### src/rsc_pkg.sv
// shared constants and types for the reset source controller
package rsc_pkg;
  // ************************************************************
  // register map
  // ************************************************************
  localparam logic [7:0] RSC_REG_ADDR     = 8'hef;
  localparam int         RSC_PIN_BIT      = 0;
  localparam int         RSC_POWER_BIT    = 1;
  localparam int         RSC_CLKLOSS_BIT  = 2;
  localparam int         RSC_WDOG_BIT     = 3;
  localparam int         RSC_SOFT_BIT     = 4;
  localparam int         RSC_CMP_BIT      = 5;
  localparam int         RSC_FLASH_BIT    = 6;
  localparam logic [7:0] RSC_FLAGS_RESET  = 8'h02;

  // ************************************************************
  // timing
  // ************************************************************
  localparam int CLK_PERIOD_NS    = 100;
  localparam int MCD_TIMEOUT_US   = 100;
  // longest time: round down
  localparam int MCD_TIMEOUT_CYC  = (MCD_TIMEOUT_US * 1000) / CLK_PERIOD_NS;
  localparam int WDOG_DIV         = 12;
  localparam int WDOG_LIMIT_RESET = 255;
  localparam logic [15:0] USER_CODE_LIMIT = 16'h1dff;

  // ************************************************************
  // sequencer states and reset source codes
  // ************************************************************
  typedef enum logic [2:0] {
    RSC_RUN  = 3'b001,
    RSC_HOLD = 3'b010,
    RSC_REL  = 3'b100
  } rsc_state_t;

  typedef enum logic [2:0] {
    SRC_NONE  = 3'd0,
    SRC_PIN   = 3'd1,
    SRC_CLK   = 3'd2,
    SRC_CMP   = 3'd3,
    SRC_WDOG  = 3'd4,
    SRC_FLASH = 3'd5,
    SRC_SOFT  = 3'd6
  } rsc_src_t;
endpackage

### src/rsc_wdog_if.sv
// watchdog control/status carrier between controller and watchdog
`timescale 1ns/100ps
interface rsc_wdog_if;
  logic       sys_rst;
  logic       service;
  logic       disable_req;
  logic [7:0] limit;
  logic       expire;
  modport ctrl (output sys_rst, output service, output disable_req, output limit, input expire);
  modport wdog (input sys_rst, input service, input disable_req, input limit, output expire);
endinterface

### src/rsc_top.sv
// reset source controller: collects reset causes and keeps the source register
// Operation
// RQ1: low external reset pin resets device; pin flag bit 0 set on exit
// RQ2: missing-clock one-shot retriggered by clock edges; timeout causes reset
// RQ3: clock-loss flag bit 2 reads one only after missing-clock reset
// RQ4: writing bit 2 enables or disables the missing-clock detector
// RQ5: writing bit 5 selects or deselects comparator as reset source
// RQ6: enabled comparator holds reset while non-inverting below inverting input
// RQ7: bit 5 reads one only after a comparator reset
// RQ8: software should let comparator settle before selecting it
// RQ9: watchdog comes up enabled, clocked at system clock over twelve
// RQ10: watchdog timeout resets device and sets flag bit 3
// RQ11: data write above code limit with store writing enabled resets
// RQ12: code-space read above code limit resets device
// RQ13: branch above code limit resets device
// RQ14: flash access blocked by security resets device
// RQ15: any flash error reset sets flag bit 6
// RQ16: writing one to bit 4 forces reset; bit reads one after
// RQ17: internal sources never drive the external reset pin
// RQ18: only the causing source flag reads one; enables keep values
`timescale 1ns/100ps
module rsc_top
  import rsc_pkg::*;
(
  input  wire logic        mclk,
  input  wire logic        nrst,
  input  wire logic        ext_reset_n,
  input  wire logic        power_on_event,
  input  wire logic        cmp_out,
  input  wire logic        system_clock_mon,
  input  wire logic        reg_wr,
  input  wire logic        reg_rd,
  input  wire logic [7:0]  reg_addr,
  input  wire logic [7:0]  reg_wdata,
  output      logic [7:0]  reg_rdata,
  input  wire logic        prog_store_write_enable,
  input  wire logic        external_data_move,
  input  wire logic        code_space_read,
  input  wire logic        branch_taken,
  input  wire logic [15:0] access_addr,
  input  wire logic        security_block,
  input  wire logic        wdog_service,
  input  wire logic        wdog_disable,
  input  wire logic [7:0]  wdog_limit,
  output      logic        sys_reset,
  output      logic        ext_reset_o,
  output      logic        ext_reset_oe
);
  // ************************************************************
  // state
  // ************************************************************
  typedef struct packed {
    logic [1:0]             pin_sync;
    logic [1:0]             cmp_sync;
    logic [1:0]             clk_sync;
    logic                   clk_last;
    logic [$clog2(MCD_TIMEOUT_CYC+1)-1:0] mcd_cnt;
    logic                   mcd_en;
    logic                   cmp_en;
    logic                   power_en;
    logic [7:0]             flags;
    rsc_src_t               cause;
    rsc_state_t             state;
    logic [7:0]             rdata;
  } rsc_regs_t;

  localparam int MCD_W = $clog2(MCD_TIMEOUT_CYC+1);

  rsc_regs_t cur;
  rsc_regs_t next_cur;
  rsc_wdog_if wd ();

  rsc_wdog u_wdog (
    .mclk (mclk),
    .nrst (nrst),
    .bus  (wd.wdog)
  );

  function automatic logic above_limit(input logic [15:0] a);
    return a > USER_CODE_LIMIT;
  endfunction

  // ************************************************************
  // source detection
  // ************************************************************
  logic     pin_low;
  logic     cmp_low;
  logic     clk_edge;
  logic     mcd_timeout;
  logic     flash_err;
  logic     soft_req;
  logic     reg_hit;
  rsc_src_t src_now;

  always_comb begin
    pin_low     = !cur.pin_sync[1]; // [RQ1]
    cmp_low     = cur.cmp_en && !cur.cmp_sync[1]; // [RQ6]
    clk_edge    = cur.clk_sync[1] != cur.clk_last; // [RQ2]
    mcd_timeout = cur.mcd_en && (cur.mcd_cnt >= MCD_W'(MCD_TIMEOUT_CYC)); // [RQ2]
    flash_err   = (external_data_move && prog_store_write_enable
                   && above_limit(access_addr)) // [RQ11]
                || (code_space_read && above_limit(access_addr)) // [RQ12]
                || (branch_taken && above_limit(access_addr)) // [RQ13]
                || security_block; // [RQ14]
    reg_hit     = reg_addr == RSC_REG_ADDR;
    soft_req    = reg_wr && reg_hit && reg_wdata[RSC_SOFT_BIT]; // [RQ16]
    if (pin_low) begin
      src_now = SRC_PIN;
    end else if (mcd_timeout) begin
      src_now = SRC_CLK;
    end else if (cmp_low) begin
      src_now = SRC_CMP;
    end else if (wd.expire) begin
      src_now = SRC_WDOG;
    end else if (flash_err) begin
      src_now = SRC_FLASH;
    end else if (soft_req) begin
      src_now = SRC_SOFT;
    end else begin
      src_now = SRC_NONE;
    end
  end

  // ************************************************************
  // next state
  // ************************************************************
  always_comb begin
    next_cur          = cur;
    next_cur.pin_sync = {cur.pin_sync[0], ext_reset_n};
    next_cur.cmp_sync = {cur.cmp_sync[0], cmp_out};
    next_cur.clk_sync = {cur.clk_sync[0], system_clock_mon};
    next_cur.clk_last = cur.clk_sync[1];
    // one-shot retriggered on every monitored clock edge
    if (clk_edge || !cur.mcd_en) begin
      next_cur.mcd_cnt = '0; // [RQ2]
    end else if (!mcd_timeout) begin
      next_cur.mcd_cnt = cur.mcd_cnt + MCD_W'(1);
    end

    unique case (cur.state)
      RSC_RUN: begin
        if (src_now != SRC_NONE) begin
          next_cur.cause = src_now;
          next_cur.state = RSC_HOLD;
        end else if (power_on_event) begin
          next_cur.flags = RSC_FLAGS_RESET;
        end else if (reg_wr && reg_hit) begin
          next_cur.mcd_en   = reg_wdata[RSC_CLKLOSS_BIT]; // [RQ4]
          next_cur.cmp_en   = reg_wdata[RSC_CMP_BIT]; // [RQ5]
          next_cur.power_en = reg_wdata[RSC_POWER_BIT];
        end
      end
      RSC_HOLD: begin
        // level sources keep the device in reset until they go away
        if (!pin_low && !cmp_low) begin
          next_cur.state = RSC_REL;
        end
        if (cur.cause == SRC_CLK) begin
          next_cur.mcd_cnt = '0;
        end
      end
      RSC_REL: begin
        next_cur.flags = 8'h00; // [RQ18]
        unique case (cur.cause)
          SRC_PIN:   next_cur.flags[RSC_PIN_BIT]     = 1'b1; // [RQ1]
          SRC_CLK:   next_cur.flags[RSC_CLKLOSS_BIT] = 1'b1; // [RQ3]
          SRC_CMP:   next_cur.flags[RSC_CMP_BIT]     = 1'b1; // [RQ7]
          SRC_WDOG:  next_cur.flags[RSC_WDOG_BIT]    = 1'b1; // [RQ10]
          SRC_FLASH: next_cur.flags[RSC_FLASH_BIT]   = 1'b1; // [RQ15]
          SRC_SOFT:  next_cur.flags[RSC_SOFT_BIT]    = 1'b1; // [RQ16]
          default:   next_cur.flags                  = 8'h00;
        endcase
        next_cur.state = RSC_RUN;
      end
      default: next_cur.state = RSC_RUN;
    endcase

    // flags read back; bit 7 always zero
    next_cur.rdata = reg_rd && reg_hit ? {1'b0, cur.flags[6:0]} : 8'h00;
  end

  always_ff @(posedge mclk or negedge nrst) begin
    if (!nrst) begin
      cur <= '{pin_sync: 2'h3, cmp_sync: 2'h3, clk_sync: 2'h0, clk_last: 1'b0,
               mcd_cnt: '0, mcd_en: 1'b0, cmp_en: 1'b0, power_en: 1'b0,
               flags: RSC_FLAGS_RESET, cause: SRC_NONE, state: RSC_RUN,
               rdata: 8'h00};
    end else begin
      cur <= next_cur;
    end
  end

  // ************************************************************
  // outputs
  // ************************************************************
  // the pin is only ever an input here; internal causes never pull it low
  assign ext_reset_o  = 1'b0; // [RQ17]
  assign ext_reset_oe = 1'b0; // [RQ17]
  assign sys_reset    = cur.state != RSC_RUN;
  assign reg_rdata    = cur.rdata;

  assign wd.sys_rst     = cur.state != RSC_RUN; // [RQ9]
  assign wd.service     = wdog_service;
  assign wd.disable_req = wdog_disable;
  assign wd.limit       = wdog_limit;
endmodule

### src/rsc_wdog.sv
// counter-array watchdog clocked at one twelfth of the system clock
`timescale 1ns/100ps
module rsc_wdog
  import rsc_pkg::*;
(
  input  wire logic mclk,
  input  wire logic nrst,
  rsc_wdog_if.wdog  bus
);
  typedef struct packed {
    logic [3:0] pre;
    logic [7:0] count;
    logic       enabled;
    logic       expire;
  } rsc_wd_t;

  rsc_wd_t cur;
  rsc_wd_t next_cur;

  always_comb begin
    next_cur        = cur;
    next_cur.expire = 1'b0;
    if (bus.sys_rst) begin
      // comes up enabled after every reset [RQ9]
      next_cur.pre     = '0;
      next_cur.count   = '0;
      next_cur.enabled = 1'b1;
    end else begin
      if (bus.disable_req) begin
        next_cur.enabled = 1'b0;
      end
      if (bus.service) begin
        next_cur.count = '0;
        next_cur.pre   = '0;
      end else if (cur.enabled) begin
        if (cur.pre == 4'(WDOG_DIV - 1)) begin // [RQ9]
          next_cur.pre = '0;
          if (cur.count >= bus.limit) begin
            next_cur.expire = 1'b1; // [RQ10]
            next_cur.count  = '0;
          end else begin
            next_cur.count = cur.count + 8'h01;
          end
        end else begin
          next_cur.pre = cur.pre + 4'h1;
        end
      end
    end
  end

  always_ff @(posedge mclk or negedge nrst) begin
    if (!nrst) begin
      cur <= '{pre: 4'h0, count: 8'h00, enabled: 1'b1, expire: 1'b0};
    end else begin
      cur <= next_cur;
    end
  end

  assign bus.expire = cur.expire;
endmodule

### config.mk
export PLATFORM = sky130hd
export DESIGN_NAME = rsc_top
export DESIGN_NICKNAME = d
export VERILOG_FILES = /design/src/rsc_pkg.sv /design/src/rsc_wdog_if.sv /design/src/rsc_top.sv /design/src/rsc_wdog.sv
export SDC_FILE = /design/constraint.sdc
export NUM_CORES = 1
export LEC_CHECK = 0
export BUFFER_PORTS_ARGS = -buffer_cell sky130_fd_sc_hd__buf_2
export CORE_AREA = 5 5 95 97
export DETAILED_ROUTE_END_ITERATION = 8
export DIE_AREA = 0 0 100 102
export PLACE_DENSITY = 0.6
export SLEW_MARGIN = 20
export SYNTH_ARGS = -nofsm -noshare
export SYNTH_HDL_FRONTEND = slang
export SYNTH_SLANG_ARGS = --single-unit
### constraint.sdc
create_clock -name mclk -period 2.4 [get_ports mclk]
set_clock_uncertainty 0.2 [all_clocks]
set_input_delay 0.48 -clock mclk [delete_from_list [all_inputs] [get_ports mclk]]
set_output_delay 0.48 -clock mclk [all_outputs]
set_load 0.1 [all_outputs]
Yosys cells after proc, flatten, opt, wreduce, memory -nomap -nowiden. Index checks and enable logic that the tools add are counted.

$add $sub $neg: 3. Order comparisons: 3. Eq/ne operators: 17. Multiplexer cells: 35. Bitwise gates (word level): 2. Reduce and logical (&&, ||, !) cells: 27.

Operators with widths (number): $mux W10 (4); $mux W12 (2); $mux W3 (8); $mux W7 (3); $gt A16 B13 Y1 const B (1); $mux W8 (2); $pmux W7 S2 (1); $mux W13 (1); $eq A3 B3 Y1 const B (4); $mux W1 (12); $add A10 B1 Y10 const B (1); $ge A10 B10 Y1 const B (1); $logic_and A1 B1 Y1 (10); $eq A3 B2 Y1 const B (3); $reduce_bool A3 Y1 (3); $add A8 B1 Y8 const B (1); $eq A8 B8 Y1 const B (1); $ge A8 B8 Y1 (1); $ne A2 B2 Y1 const B (4); $eq A3 B1 Y1 const B (2); $pmux W3 S2 (1); $reduce_and A2 Y1 (3); $add A4 B1 Y4 const B (1); $eq A4 B4 Y1 const B (1); 9 further kinds (16).

Register bits: 53. Input port bits: 55. Output and inout bits: 11. Word-level logic and storage cells: 102.

Longest topological paths before layout. Gate-level depths: netlist of the first run.

Word-level depth: 13. Gate-level depth with buffers: 7. Depth with buffers taken out: 7.

Hierarchy. A second synthesis of the first run with hierarchy kept.

Cells, all modules: 263. Area total of the unflattened synthesis: 2773.9 sq um.

By module, submodules not included: rsc_top (times used 1, cells each 157, area each 1803.0 sq um); rsc_wdog (times used 1, cells each 106, area each 970.9 sq um).

Worst setup path before layout of the first run. OpenSTA, ideal clock, no wires.

Kind: register to register. Start: reg cur[8] (netlist name). End: reg cur[24] (netlist name). Setup time: 0.127 ns. Arrival time: 1.758 ns. Data required time: 2.073 ns. Slack: 0.315 ns. Stages on the path, launching flop included: 7. Path buffers: 0. Path through: dfstp_2 > nor3b_4 > inv_2 > nor3_2 > and3_1 > nand3_2 > mux2_1.

Word-level cells in the longest chain between the ends: 2.

Ends and longest elaborated chain: from (decl) (RTL line rsc_top.sv:69) `rsc_regs_t cur;`; from (signal assigned) (RTL line rsc_top.sv:184) `cur <= '{pin_sync: 2'h3, cmp_sync: 2'h3, clk_sync: 2'h0, clk_last: 1'b0,`; from (signal assigned) (RTL line rsc_top.sv:189) `cur <= next_cur;`; $eq A3 B1 Y1 (RTL line rsc_top.sv:140) `unique case (cur.state)`; $reduce_and A4 Y1 (no source line).

Every way passes these cells. A chain may end at the register's enable or synchronous reset.

Worst setup path in the final report of the first run.
Start: reg cur[8] (netlist name). End: out sys_reset.

Word-level cells in the longest chain between the ends: 1.

Ends and longest elaborated chain: $ne A3 B1 Y1 (RTL line rsc_top.sv:199) `assign sys_reset = cur.state != RSC_RUN;`; to (decl) (RTL line rsc_top.sv:45) `output logic sys_reset,`.

Every way passes these cells.

==> run metrics, run 1 <==
status completed; Resized Gates After CTS 0; main combinational cell family by area after synthesis simple AND/OR/NAND/NOR gates; Crit path largest cell delay 550 ps; vias in the first global route 2021; startpoint class of the critical path flop; vias 1944; Multi-input gate area 1215 um2; CTS Buf Count 5; Core Box Area 8051 um2; critical path fanouts, max 7; Tmin final 2190 ps; TritonRoute pass-1 iters 4; Synth Area in Compound Gates 0.1110; Slew HR 0.5642; Power Density 680.0 nW/um2; Mapped Avg Cell Area 10.69 um2; highest clock rate 456.6 MHz; Final Core Density 0.3852; Peak VDD IR 272.1 uV; Sink Count 53; Setup-failing EPs final 0; ant diodes 0; count of pins over their slew limit 0; area grow syn2layout 15.62%; Synth Cell Area around 2700 um2; Critical Path RT 1720 ps; Initial Utilization 0.3332; Placement Cell Area 3000 um2; post-synthesis mux area share 0.02332; Top delay family on crit path flip-flops; RSZ-0062 raised after global routing false; Buf/Inv on CP 2; XOR/XNOR Fraction of Synth Area 0.04897; Die Y 102 um; initial antenna violation count 0; Layout fillers 818; Pleak 1.531 nW; DIE WIDTH ~100 um; total of max-cap violations 0; WL/cell 12.46 um; CTS hold repair buffers 0; cell count after synthesis between 200 and 300; Worst setup EP type primary output; initial DRC count 50; simple-gate portion of the synthesized area 0.2094; Slowest cell on crit path dfstp_2; final setup TNS 0 ps; Tot GR Track Use 0.1075; Final Cell Area around 3100 um2; Fin. Hold Viols 0; Async SR Flop Fraction 1.000; CP Cell Sequence nor3b_4 -> inv_2 -> buf_2; H-tree Lvls 2; Vias/cell around 4.8; FF/Latch Area 1335 um2; post-CTS setup repair buffer count 0; Detail Placement HPWL 3.870 mm; Top-Level Pins 66; row cnt 33; number of remaining DRC errors 0; CP Data Arrival Time 1510 ps; Final Cycle Share 0.9126; Clock transition at path regs 90 ps; commonest non-fill, non-tap cell in the layout buf_2; I/O Buffers 48; Synth Flop Type dfrtp_1; antenna violation net count after detailed routing 0; first-pass GRT wire length 8.838 mm; largest net degree at the start of global routing 54; Nets 366; Yosys reg bits 53; CTS tree done; routability cong. around 0.77; Hold Crit Class primary input to flop; total grt overflow 0; most frequent cells in the layout buf_2, dfrtp_1, nor2_1; critical path class flop to primary output; die area 10200 um2; Yosys warning count 0; Clk Latency, worst-skew pair 300 ps; clk buf depth 2; sequential share of the synthesized area 0.4977; Post-Route WL 5.045 mm; Post-Synth Adder-Cell Area 0.05597; Worst Max-Slew Pin Slew 653.6 ps; Post-synth EDFFs 0; share of post-route cells with drive strength above 1 0.2733; Netlist cell types 52; clk root buf clkbuf_8
## metrics by stage
| step | setup WS (ps) | cells | hold WS (ps) | power [mW] |
|---|---|---|---|---|
| after floorplan | 314.7 | 253 | -15.59 | 1.435 |
| after global placement | 294.4 | 397 | 132.5 | 1.579 |
| after detailed placement | 235.8 | 397 | 135.8 | 1.593 |
| after CTS | 205.5 | 405 | 57.24 | 2.141 |
| after global routing | 153.0 | 405 | 49.83 | 2.239 |
| final | 209.7 | 405 | 67.13 | 2.109 |
## cell usage after synthesis, drive strengths merged (2+ instances only)
| library cell | count | area share |
|---|---|---|
| a21oi | 6 | 0.011 |
| a22o | 2 | 0.0065 |
| a31oi | 3 | 0.0093 |
| a32o | 4 | 0.015 |
| and2 | 2 | 0.0047 |
| and3 | 14 | 0.033 |
| buf | 11 | 0.030 |
| dfrtp | 46 | 0.43 |
| dfstp | 7 | 0.069 |
| ha | 12 | 0.056 |
| inv | 15 | 0.021 |
| mux2 | 2 | 0.0084 |
| mux2i | 4 | 0.015 |
| nand2 | 15 | 0.021 |
| nand2b | 2 | 0.0047 |
| nand3 | 9 | 0.019 |
| nand4 | 8 | 0.021 |
| nor2 | 26 | 0.049 |
| nor2b | 4 | 0.0093 |
| nor3 | 10 | 0.022 |
| nor3b | 3 | 0.013 |
| o21a | 2 | 0.0056 |
| o21ai | 11 | 0.021 |
| o31ai | 2 | 0.0056 |
| xnor2 | 2 | 0.0065 |
| xor2 | 13 | 0.042 |
## routing by layer
metal	global-route usage	routed length (um)	vias up
li1	-	-	969
met1	0.1315	2216	940
met2	0.1898	2586	29
met3	0.02321	194	6
met4	0.03420	46	0
met5	0	0	-
## worst reg2reg max path, stage by stage (launching register included)
cell and delay (ps):
dfrtp_1 450, ha_1 310, a21oi_1 130, o21ai_0 110, a41oi_1 320, nor2_1 180, nor3_1 220
## registers in the layout, indices dropped and copies added, names as in the netlist
name / cells
cur: 32
u_wdog.cur: 13
reg_rdata: 7
u_wdog.bus.expire: 1
## worst paths after layout
| kind | startpoint | to | slack (ps) | cells past startpoint |
|---|---|---|---|---|
| setup / recovery | cur[8] | sys_reset | 210 | 3 |
| hold / removal | ext_reset_n | cur[40] | 70 | 1 |
| setup reg to reg | u_wdog.cur[4] | u_wdog.cur[6] | 400 | 6 |
| hold reg to reg | cur[36] | cur[37] | 150 | 0 |
| max in group asynchronous | nrst | u_wdog.cur[10] | 1480 | 2 |
| min in group asynchronous | nrst | reg_rdata[1] | 90 | 2 |
## logic make-up after synthesis
| group | Yosys count |
|---|---|
| flip-flops | 53 |
| AO/OA/AOI/OAI | 40 |
| XOR/XNOR | 15 |
| buffers and inverters | 27 |
| multiplexers | 6 |
| AND/OR/NAND/NOR | 97 |
| adder cells (fa/ha/maj) | 12 |
| other | 1 |
## where the power goes
group,switching [mW],total [mW],leakage [nW],internal [mW]
sequential,0.0772,1.08,0.700,1.00
combinational,0.316,0.490,0.776,0.174
clock,0.278,0.539,0.0542,0.261
## cell type report
cell class	count	area share
Clock buffer	7	0.03106
Clock inverter	1	0.001614
Inverter	15	0.01815
Multi-Input combinational cell	173	0.3917
Sequential cell	53	0.4304
Tap cell	105	0.04236
Timing Repair Buffer	51	0.08471
No activity file was read; power rests on OpenSTA's default activity.
==> inputs of run 2 (changes only) <==
--- a/config.mk
+++ b/config.mk
@@ -10,6 +10,7 @@
 export DETAILED_ROUTE_END_ITERATION = 8
 export DIE_AREA = 0 0 100 102
 export PLACE_DENSITY = 0.6
+export RECOVER_POWER = 50
 export SLEW_MARGIN = 20
 export SYNTH_ARGS = -nofsm -noshare
 export SYNTH_HDL_FRONTEND = slang
==> run 2 against run 1 <==
Critical path depth stayed put. Core utilization hardly changed. Sequential share of layout area hardly changed. First-iteration DRC count stayed put. Sequential power hardly changed. Non-clock buffer count stayed put. Cell count stayed put. Clock power hardly changed. Via count is 0.10% lower.
==> run metrics, run 2 (synthesis gave the netlist of run 1 again) <==
vias 1942 (was 1944); initial DRC count 50 (unchanged); Worst Max-Slew Pin Slew 1285 ps (was 653.6 ps); critical path class flop to primary output (unchanged); row cnt 33 (unchanged); status completed (unchanged); CP Cell Sequence nor3b_4 -> inv_2 -> buf_2 (unchanged); Nets 366 (unchanged); Power Density 680.3 nW/um2 (was 680.0 nW/um2); Fin. Hold Viols 0 (unchanged); CTS tree done (unchanged); TritonRoute pass-1 iters 4 (unchanged); number of flip-flops in the largest register 32 (unchanged); total grt overflow 0 (unchanged); post-CTS setup repair buffer count 0 (unchanged); Initial Utilization 0.3332 (unchanged); Clock transition at path regs 90 ps (about the same); Buf/Inv on CP 2 (unchanged); vias in the first global route 2021 (unchanged); Hold Crit Class primary input to flop (unchanged); clk buf depth 2 (unchanged); final setup TNS 0 ps (unchanged); Setup-failing EPs final 0 (unchanged); Top delay family on crit path flip-flops (unchanged); startpoint class of the critical path flop (unchanged); CTS hold repair buffers 0 (unchanged); clk root buf clkbuf_8 (unchanged); critical path fanouts, max 7 (unchanged); r2r startpoint u_wdog.cur[4] (unchanged); I/O Buffers 48 (unchanged); Post-Route WL 5.039 mm (was 5.045 mm); CP startpoint cur[8] (unchanged); R2R Setup Slk 400 ps (about the same); HP Start ext_reset_n (unchanged); share of post-route cells with drive strength above 1 0.2733 (unchanged); RSZ-0062 raised after global routing false (unchanged); Die Y 102 um (unchanged); die area 10200 um2 (unchanged); first-pass GRT wire length 8.838 mm (unchanged); routability cong. 0.7721 (unchanged); initial antenna violation count 0 (unchanged); Clk Latency, worst-skew pair 300 ps (about the same); Slew HR 0.1430 (was 0.5642); WL/cell 12.44 um (was 12.46 um); count of pins over their slew limit 0 (unchanged); Worst setup EP type primary output (unchanged); Resized Gates After CTS 0 (unchanged); largest net degree at the start of global routing 54 (unchanged); commonest non-fill, non-tap cell in the layout buf_2 (unchanged); Top-Level Pins 66 (unchanged); Peak VDD IR 272.1 uV (about the same); Tot GR Track Use 0.1075 (unchanged); ant diodes 0 (unchanged); Vias/cell 4.795 (was 4.800); Critical Path RT 1720 ps (about the same); number of remaining DRC errors 0 (unchanged); Core Box Area 8051 um2 (unchanged); largest register by flop count cur (unchanged); CTS Buf Count 5 (unchanged); Detail Placement HPWL 3.870 mm (unchanged); antenna violation net count after detailed routing 0 (unchanged); total of max-cap violations 0 (unchanged); Pleak 1.530 nW (was 1.531 nW); Crit path largest cell delay 550 ps (about the same); Tmin final 2190 ps (unchanged); Tot Pwr 2.108 mW (was 2.109 mW); CP Data Arrival Time 1510 ps (about the same); H-tree Lvls 2 (unchanged); Slowest cell on crit path dfstp_2 (unchanged); highest clock rate 456.6 MHz (unchanged); DIE WIDTH 100 um (unchanged); Sink Count 53 (unchanged); area grow syn2layout 15.53% (was 15.62%); Final Cycle Share 0.9126 (unchanged); most frequent cells in the layout buf_2, dfrtp_1, nor2_1 (unchanged)
[run 2: cell types whose count changed in the layout (fill, tap and decap cells not counted)]
cell | previous run | this run
clkbuf_2 | 0 | 1
buf_4 | 3 | 2
[run 2: layer usage]
metal	routed length [um]	GRT usage	vias up	share of wire
met1	2216	0.1315	938	0.44
met2	2582	0.1898	29	0.51
met4	46	0.03420	0	0.0091
met5	0	0	-	0
li1	-	-	969	-
met3	194	0.02321	6	0.038
[run 2: final cells by class]
type / instances / area [um2]
Sequential cell: 53 / 1335
Multi-Input combinational cell: 173 / 1215
Clock inverter: 1 / 5.005
Inverter: 15 / 56.30
Clock buffer: 7 / 96.34
Timing Repair Buffer: 51 / 260.3
Fill cell: 818 / 4952
Tap cell: 105 / 131.4
[run 2: worst register-to-register path, delay by kind of cell (launching register included)]
| kind | cells | cell delay [ps] |
|---|---|---|
| compound gates | 3 | 560 |
| fa+ha+maj | 1 | 310 |
| flops | 1 | 450 |
| simple gates | 2 | 400 |
[run 2: final timing paths]
path / to / cells after the start
max reg2reg: u_wdog.cur[6] / 6
max: sys_reset / 3
min reg2reg: cur[37] / 0
max in group asynchronous: u_wdog.cur[10] / 2
min in group asynchronous: reg_rdata[1] / 2
min: cur[40] / 1
[run 2: power breakdown]
part           switching [mW]  leakage (nW)  total, mW  internal (mW)
logic                   0.316         0.776      0.489          0.173
registers              0.0772         0.700       1.08           1.00
clock network           0.278        0.0542      0.539          0.261
[run 2: per-stage QoR]
step	std cells	area [um2]	worst slack [ps]	hold slack [ps]	utilization
2_1_floorplan	253	2690	314.7	-15.59	-
3_3_place_gp	397	3000	294.4	132.5	0.3727
3_5_place_dp	397	3000	235.8	135.8	0.3727
4_1_cts	405	3102	205.5	57.24	0.3852
5_1_grt	405	3099	153.0	49.83	0.3849
6_report	405	3099	209.7	67.13	0.3849
==> inputs of run 3 (changes only) <==
--- a/config.mk
+++ b/config.mk
@@ -6,12 +6,13 @@
 export NUM_CORES = 1
 export LEC_CHECK = 0
 export BUFFER_PORTS_ARGS = -buffer_cell sky130_fd_sc_hd__buf_2
-export CORE_AREA = 5 5 95 97
+export CORE_AREA = 5 5 75 128
 export DETAILED_ROUTE_END_ITERATION = 8
-export DIE_AREA = 0 0 100 102
+export DIE_AREA = 0 0 80 133
 export PLACE_DENSITY = 0.6
 export RECOVER_POWER = 50
 export SLEW_MARGIN = 20
 export SYNTH_ARGS = -nofsm -noshare
 export SYNTH_HDL_FRONTEND = slang
+export SYNTH_HIERARCHICAL = 1
 export SYNTH_SLANG_ARGS = --single-unit
==> constraint.sdc (replaced) <==
create_clock -name mclk -period 2.4 [get_ports mclk]
set_clock_uncertainty 0.2 [all_clocks]
set_input_delay 0 -clock mclk [delete_from_list [all_inputs] [get_ports mclk]]
set_output_delay 0 -clock mclk [all_outputs]
set_load 0.1 [all_outputs]
==> run 3 against run 2 <==
Synthesized area is 3.4% higher. Via count is 9.9% higher. Sequential share of layout area is 3.8 points lower. Critical path type is now flop to flop. Highest routed layer unchanged. Critical endpoint is now u_wdog/cur[9]. Non-clock buffer count is 16 higher. Combinational power is 17% higher.
==> run metrics, run 3 <==
status completed (unchanged); Synth Flop Type dfrtp_1 (unchanged); Worst setup EP type flop (was primary output); DIE WIDTH 80 um (was 100 um); clk root buf clkbuf_16 (was clkbuf_8); Synth area leaders dfrtp_1, dfstp_2, ha_1, nor2_1, buf_4 (was dfrtp_1, dfstp_2, ha_1, xor2_1, nor2_1); largest register by flop count cur (unchanged); Peak VDD IR 452.8 uV (was 272.1 uV); FF/Latch Area 1335 um2 (unchanged); routability cong. 0.7999 (was 0.7721); most frequent cell after synthesis dfrtp_1 (unchanged); Post-synth top cells dfrtp_1, nor2_1, nand2_1 (unchanged); Final Cell Area 3401 um2 (was 3099 um2); total grt overflow 0 (unchanged); Slew HR 0.1307 (was 0.1430); main combinational cell family by area after synthesis simple AND/OR/NAND/NOR gates (unchanged); count of pins over their slew limit 0 (unchanged); Async SR Flop Fraction 1.000 (unchanged); Sink Count 53 (unchanged); RSZ-0062 raised after global routing false (unchanged); commonest non-fill, non-tap cell in the layout buf_2 (unchanged); Post-Synth Adder-Cell Area 0.05413 (was 0.05597); Synth Cell Area 2774 um2 (was 2683 um2); I/O Buffers 48 (unchanged); highest clock rate 450.7 MHz (was 456.6 MHz); post-synthesis mux area share 0.01940 (was 0.02332); number of flip-flops in the largest register 32 (unchanged); Detail Placement HPWL 4.364 mm (was 3.870 mm); area grow syn2layout 22.60% (was 15.53%); WHS 48.29 ps (was 67.13 ps); Placement Cell Area 3142 um2 (was 3000 um2); Hold Crit Class primary input to flop (unchanged); Nets 392 (was 366); HP Start reg_wr (was ext_reset_n); CTS tree done (unchanged); Multi-input gate area 1282 um2 (was 1215 um2); WL/cell 12.69 um (was 12.44 um); Top-Level Pins 66 (unchanged); Worst Max-Slew Pin Slew 1304 ps (was 1285 ps); CP Data Arrival Time 2200 ps (was 1510 ps); r2r startpoint cur[8] (was u_wdog.cur[4]); die area 10640 um2 (was 10200 um2); most frequent cells in the layout buf_2, dfrtp_1, nor2_1 (unchanged); Synth area leader dfrtp_1 (unchanged); Final Cycle Share 0.9246 (was 0.9126); initial DRC count 81 (was 50); Clk Latency, worst-skew pair 290 ps (was 300 ps); H-tree Lvls 2 (unchanged); total of max-cap violations 0 (unchanged); Mapped Avg Cell Area 10.55 um2 (was 10.69 um2); post-CTS setup repair buffer count 0 (unchanged); Clock transition at path regs 70 ps (was 90 ps); simple-gate portion of the synthesized area 0.2057 (was 0.2094); initial antenna violation count 0 (unchanged); clk buf depth 2 (unchanged); Initial Utilization 0.3241 (was 0.3332); Fin. Hold Viols 0 (unchanged); XOR/XNOR Fraction of Synth Area 0.02842 (was 0.04897); Post-Route WL 5.623 mm (was 5.039 mm); CTS Buf Count 5 (unchanged); row cnt 45 (was 33); antenna violation net count after detailed routing 0 (unchanged); share of post-route cells with drive strength above 1 0.2791 (was 0.2733); largest net degree at the start of global routing 54 (unchanged); Pleak 1.560 nW (was 1.530 nW); Yosys reg bits 53 (unchanged); Core Box Area 8558 um2 (was 8051 um2); TritonRoute pass-1 iters 4 (unchanged); number of remaining DRC errors 0 (unchanged); Tot GR Track Use 0.1112 (was 0.1075); Power Density 729.0 nW/um2 (was 680.3 nW/um2); vias 2134 (was 1942); Setup-failing EPs final 0 (unchanged); Post-synth EDFFs 0 (unchanged); Synth top area share 0.4150 (was 0.4291); startpoint class of the critical path flop (unchanged); Layout fillers 898 (was 818); sequential share of the synthesized area 0.4813 (was 0.4977); final setup TNS 0 ps (unchanged); Vias/cell 4.817 (was 4.795); cell count after synthesis 263 (was 251); Netlist cell types 55 (was 52); critical path class flop to flop (was flop to primary output); first-pass GRT wire length 9.563 mm (was 8.838 mm); Die Y 133 um (was 102 um); critical path fanouts, max 5 (was 7); Yosys warning count 6 (was 0); Critical Path RT 2380 ps (was 1720 ps); vias in the first global route 2206 (was 2021); Synth Area in Compound Gates 0.1502 (was 0.1110); ant diodes 0 (unchanged); CP startpoint cur[8] (unchanged); Tmin final 2219 ps (was 2190 ps)
run 3: cell types whose count changed after synthesis, moves of 3 or more:
cell and delta:
inv_1 +3, o311ai_2 +3, nand2b_1 +5, and3_1 -3, xor2_1 -6, a21oi_1 +5
o22ai_1 +3, o211ai_1 +3, mux2_2 +3, nand2_1 +5, o21ai_0 -5, nor3_1 -6
nand3_1 +4
run 3: repair_timing:
| action | in CTS | in global routing |
|---|---|---|
| hold buffers | 9 | 0 |
| endpoints found under the setup margin | 0 | 1 |
| hold endpoints to repair | 60 | 0 |
| gates resized for setup | 0 | 1 |
run 3: cell type report:
class	count	share of cell area
Sequential cell	53	0.3926
Multi-Input combinational cell	181	0.3771
Timing Repair Buffer	67	0.1181
Tap cell	117	0.04305
Clock buffer	5	0.03679
Inverter	17	0.01876
Clock inverter	3	0.01361
run 3: stage by stage:
step,setup slack [ps],instances,total power [mW],utilization
after floorplan,25.05,265,1.527,-
after global placement,208.5,426,1.655,0.3671
after detailed placement,171.6,426,1.671,0.3671
after CTS,165.8,443,2.509,0.3977
after global routing,10.82,443,2.603,0.3974
final,181.1,443,2.479,0.3974
run 3: logic make-up (layout without fill, tap and decap cells):
group / count (synthesis) / in the layout
flip-flops: 53 / 53
adder cells (fa/ha/maj): 12 / 12
AND/OR/NAND/NOR: 101 / 101
XOR/XNOR: 9 / 9
multiplexers: 5 / 5
AO/OA/AOI/OAI: 51 / 51
buffers and inverters: 31 / 92
other: 1 / 3
run 3: power breakdown:
group          internal [mW]  switching [mW]
combinational          0.235           0.338
clock                  0.494           0.326
sequential              1.00          0.0820
run 3: final timing paths:
kind                       slack [ps]             to  depth (start not counted)
hold / removal                     50        cur[24]                          4
setup reg to reg                  180  u_wdog/cur[9]                          7
max in group asynchronous         810        cur[32]                          3
hold reg to reg                   150        cur[37]                          0
setup / recovery                  180  u_wdog/cur[9]                          7
min in group asynchronous         410   reg_rdata[4]                          3
run 3: critical path: stages, from the launching register on:
cell and delay [ps]:
dfstp_2 540, nand2b_1 60, or2_0 300, or2_1 380
nor2_4 140, nor2_1 40, mux2_2 250, a22o_1 190
run 3: per-layer routing:
metal,part of all wire,up-vias,track usage
met3,0.025,11,0.01975
met5,0,-,0
met2,0.59,31,0.2173
met1,0.36,1035,0.1087
li1,-,1057,-
met4,0.023,0,0.04793
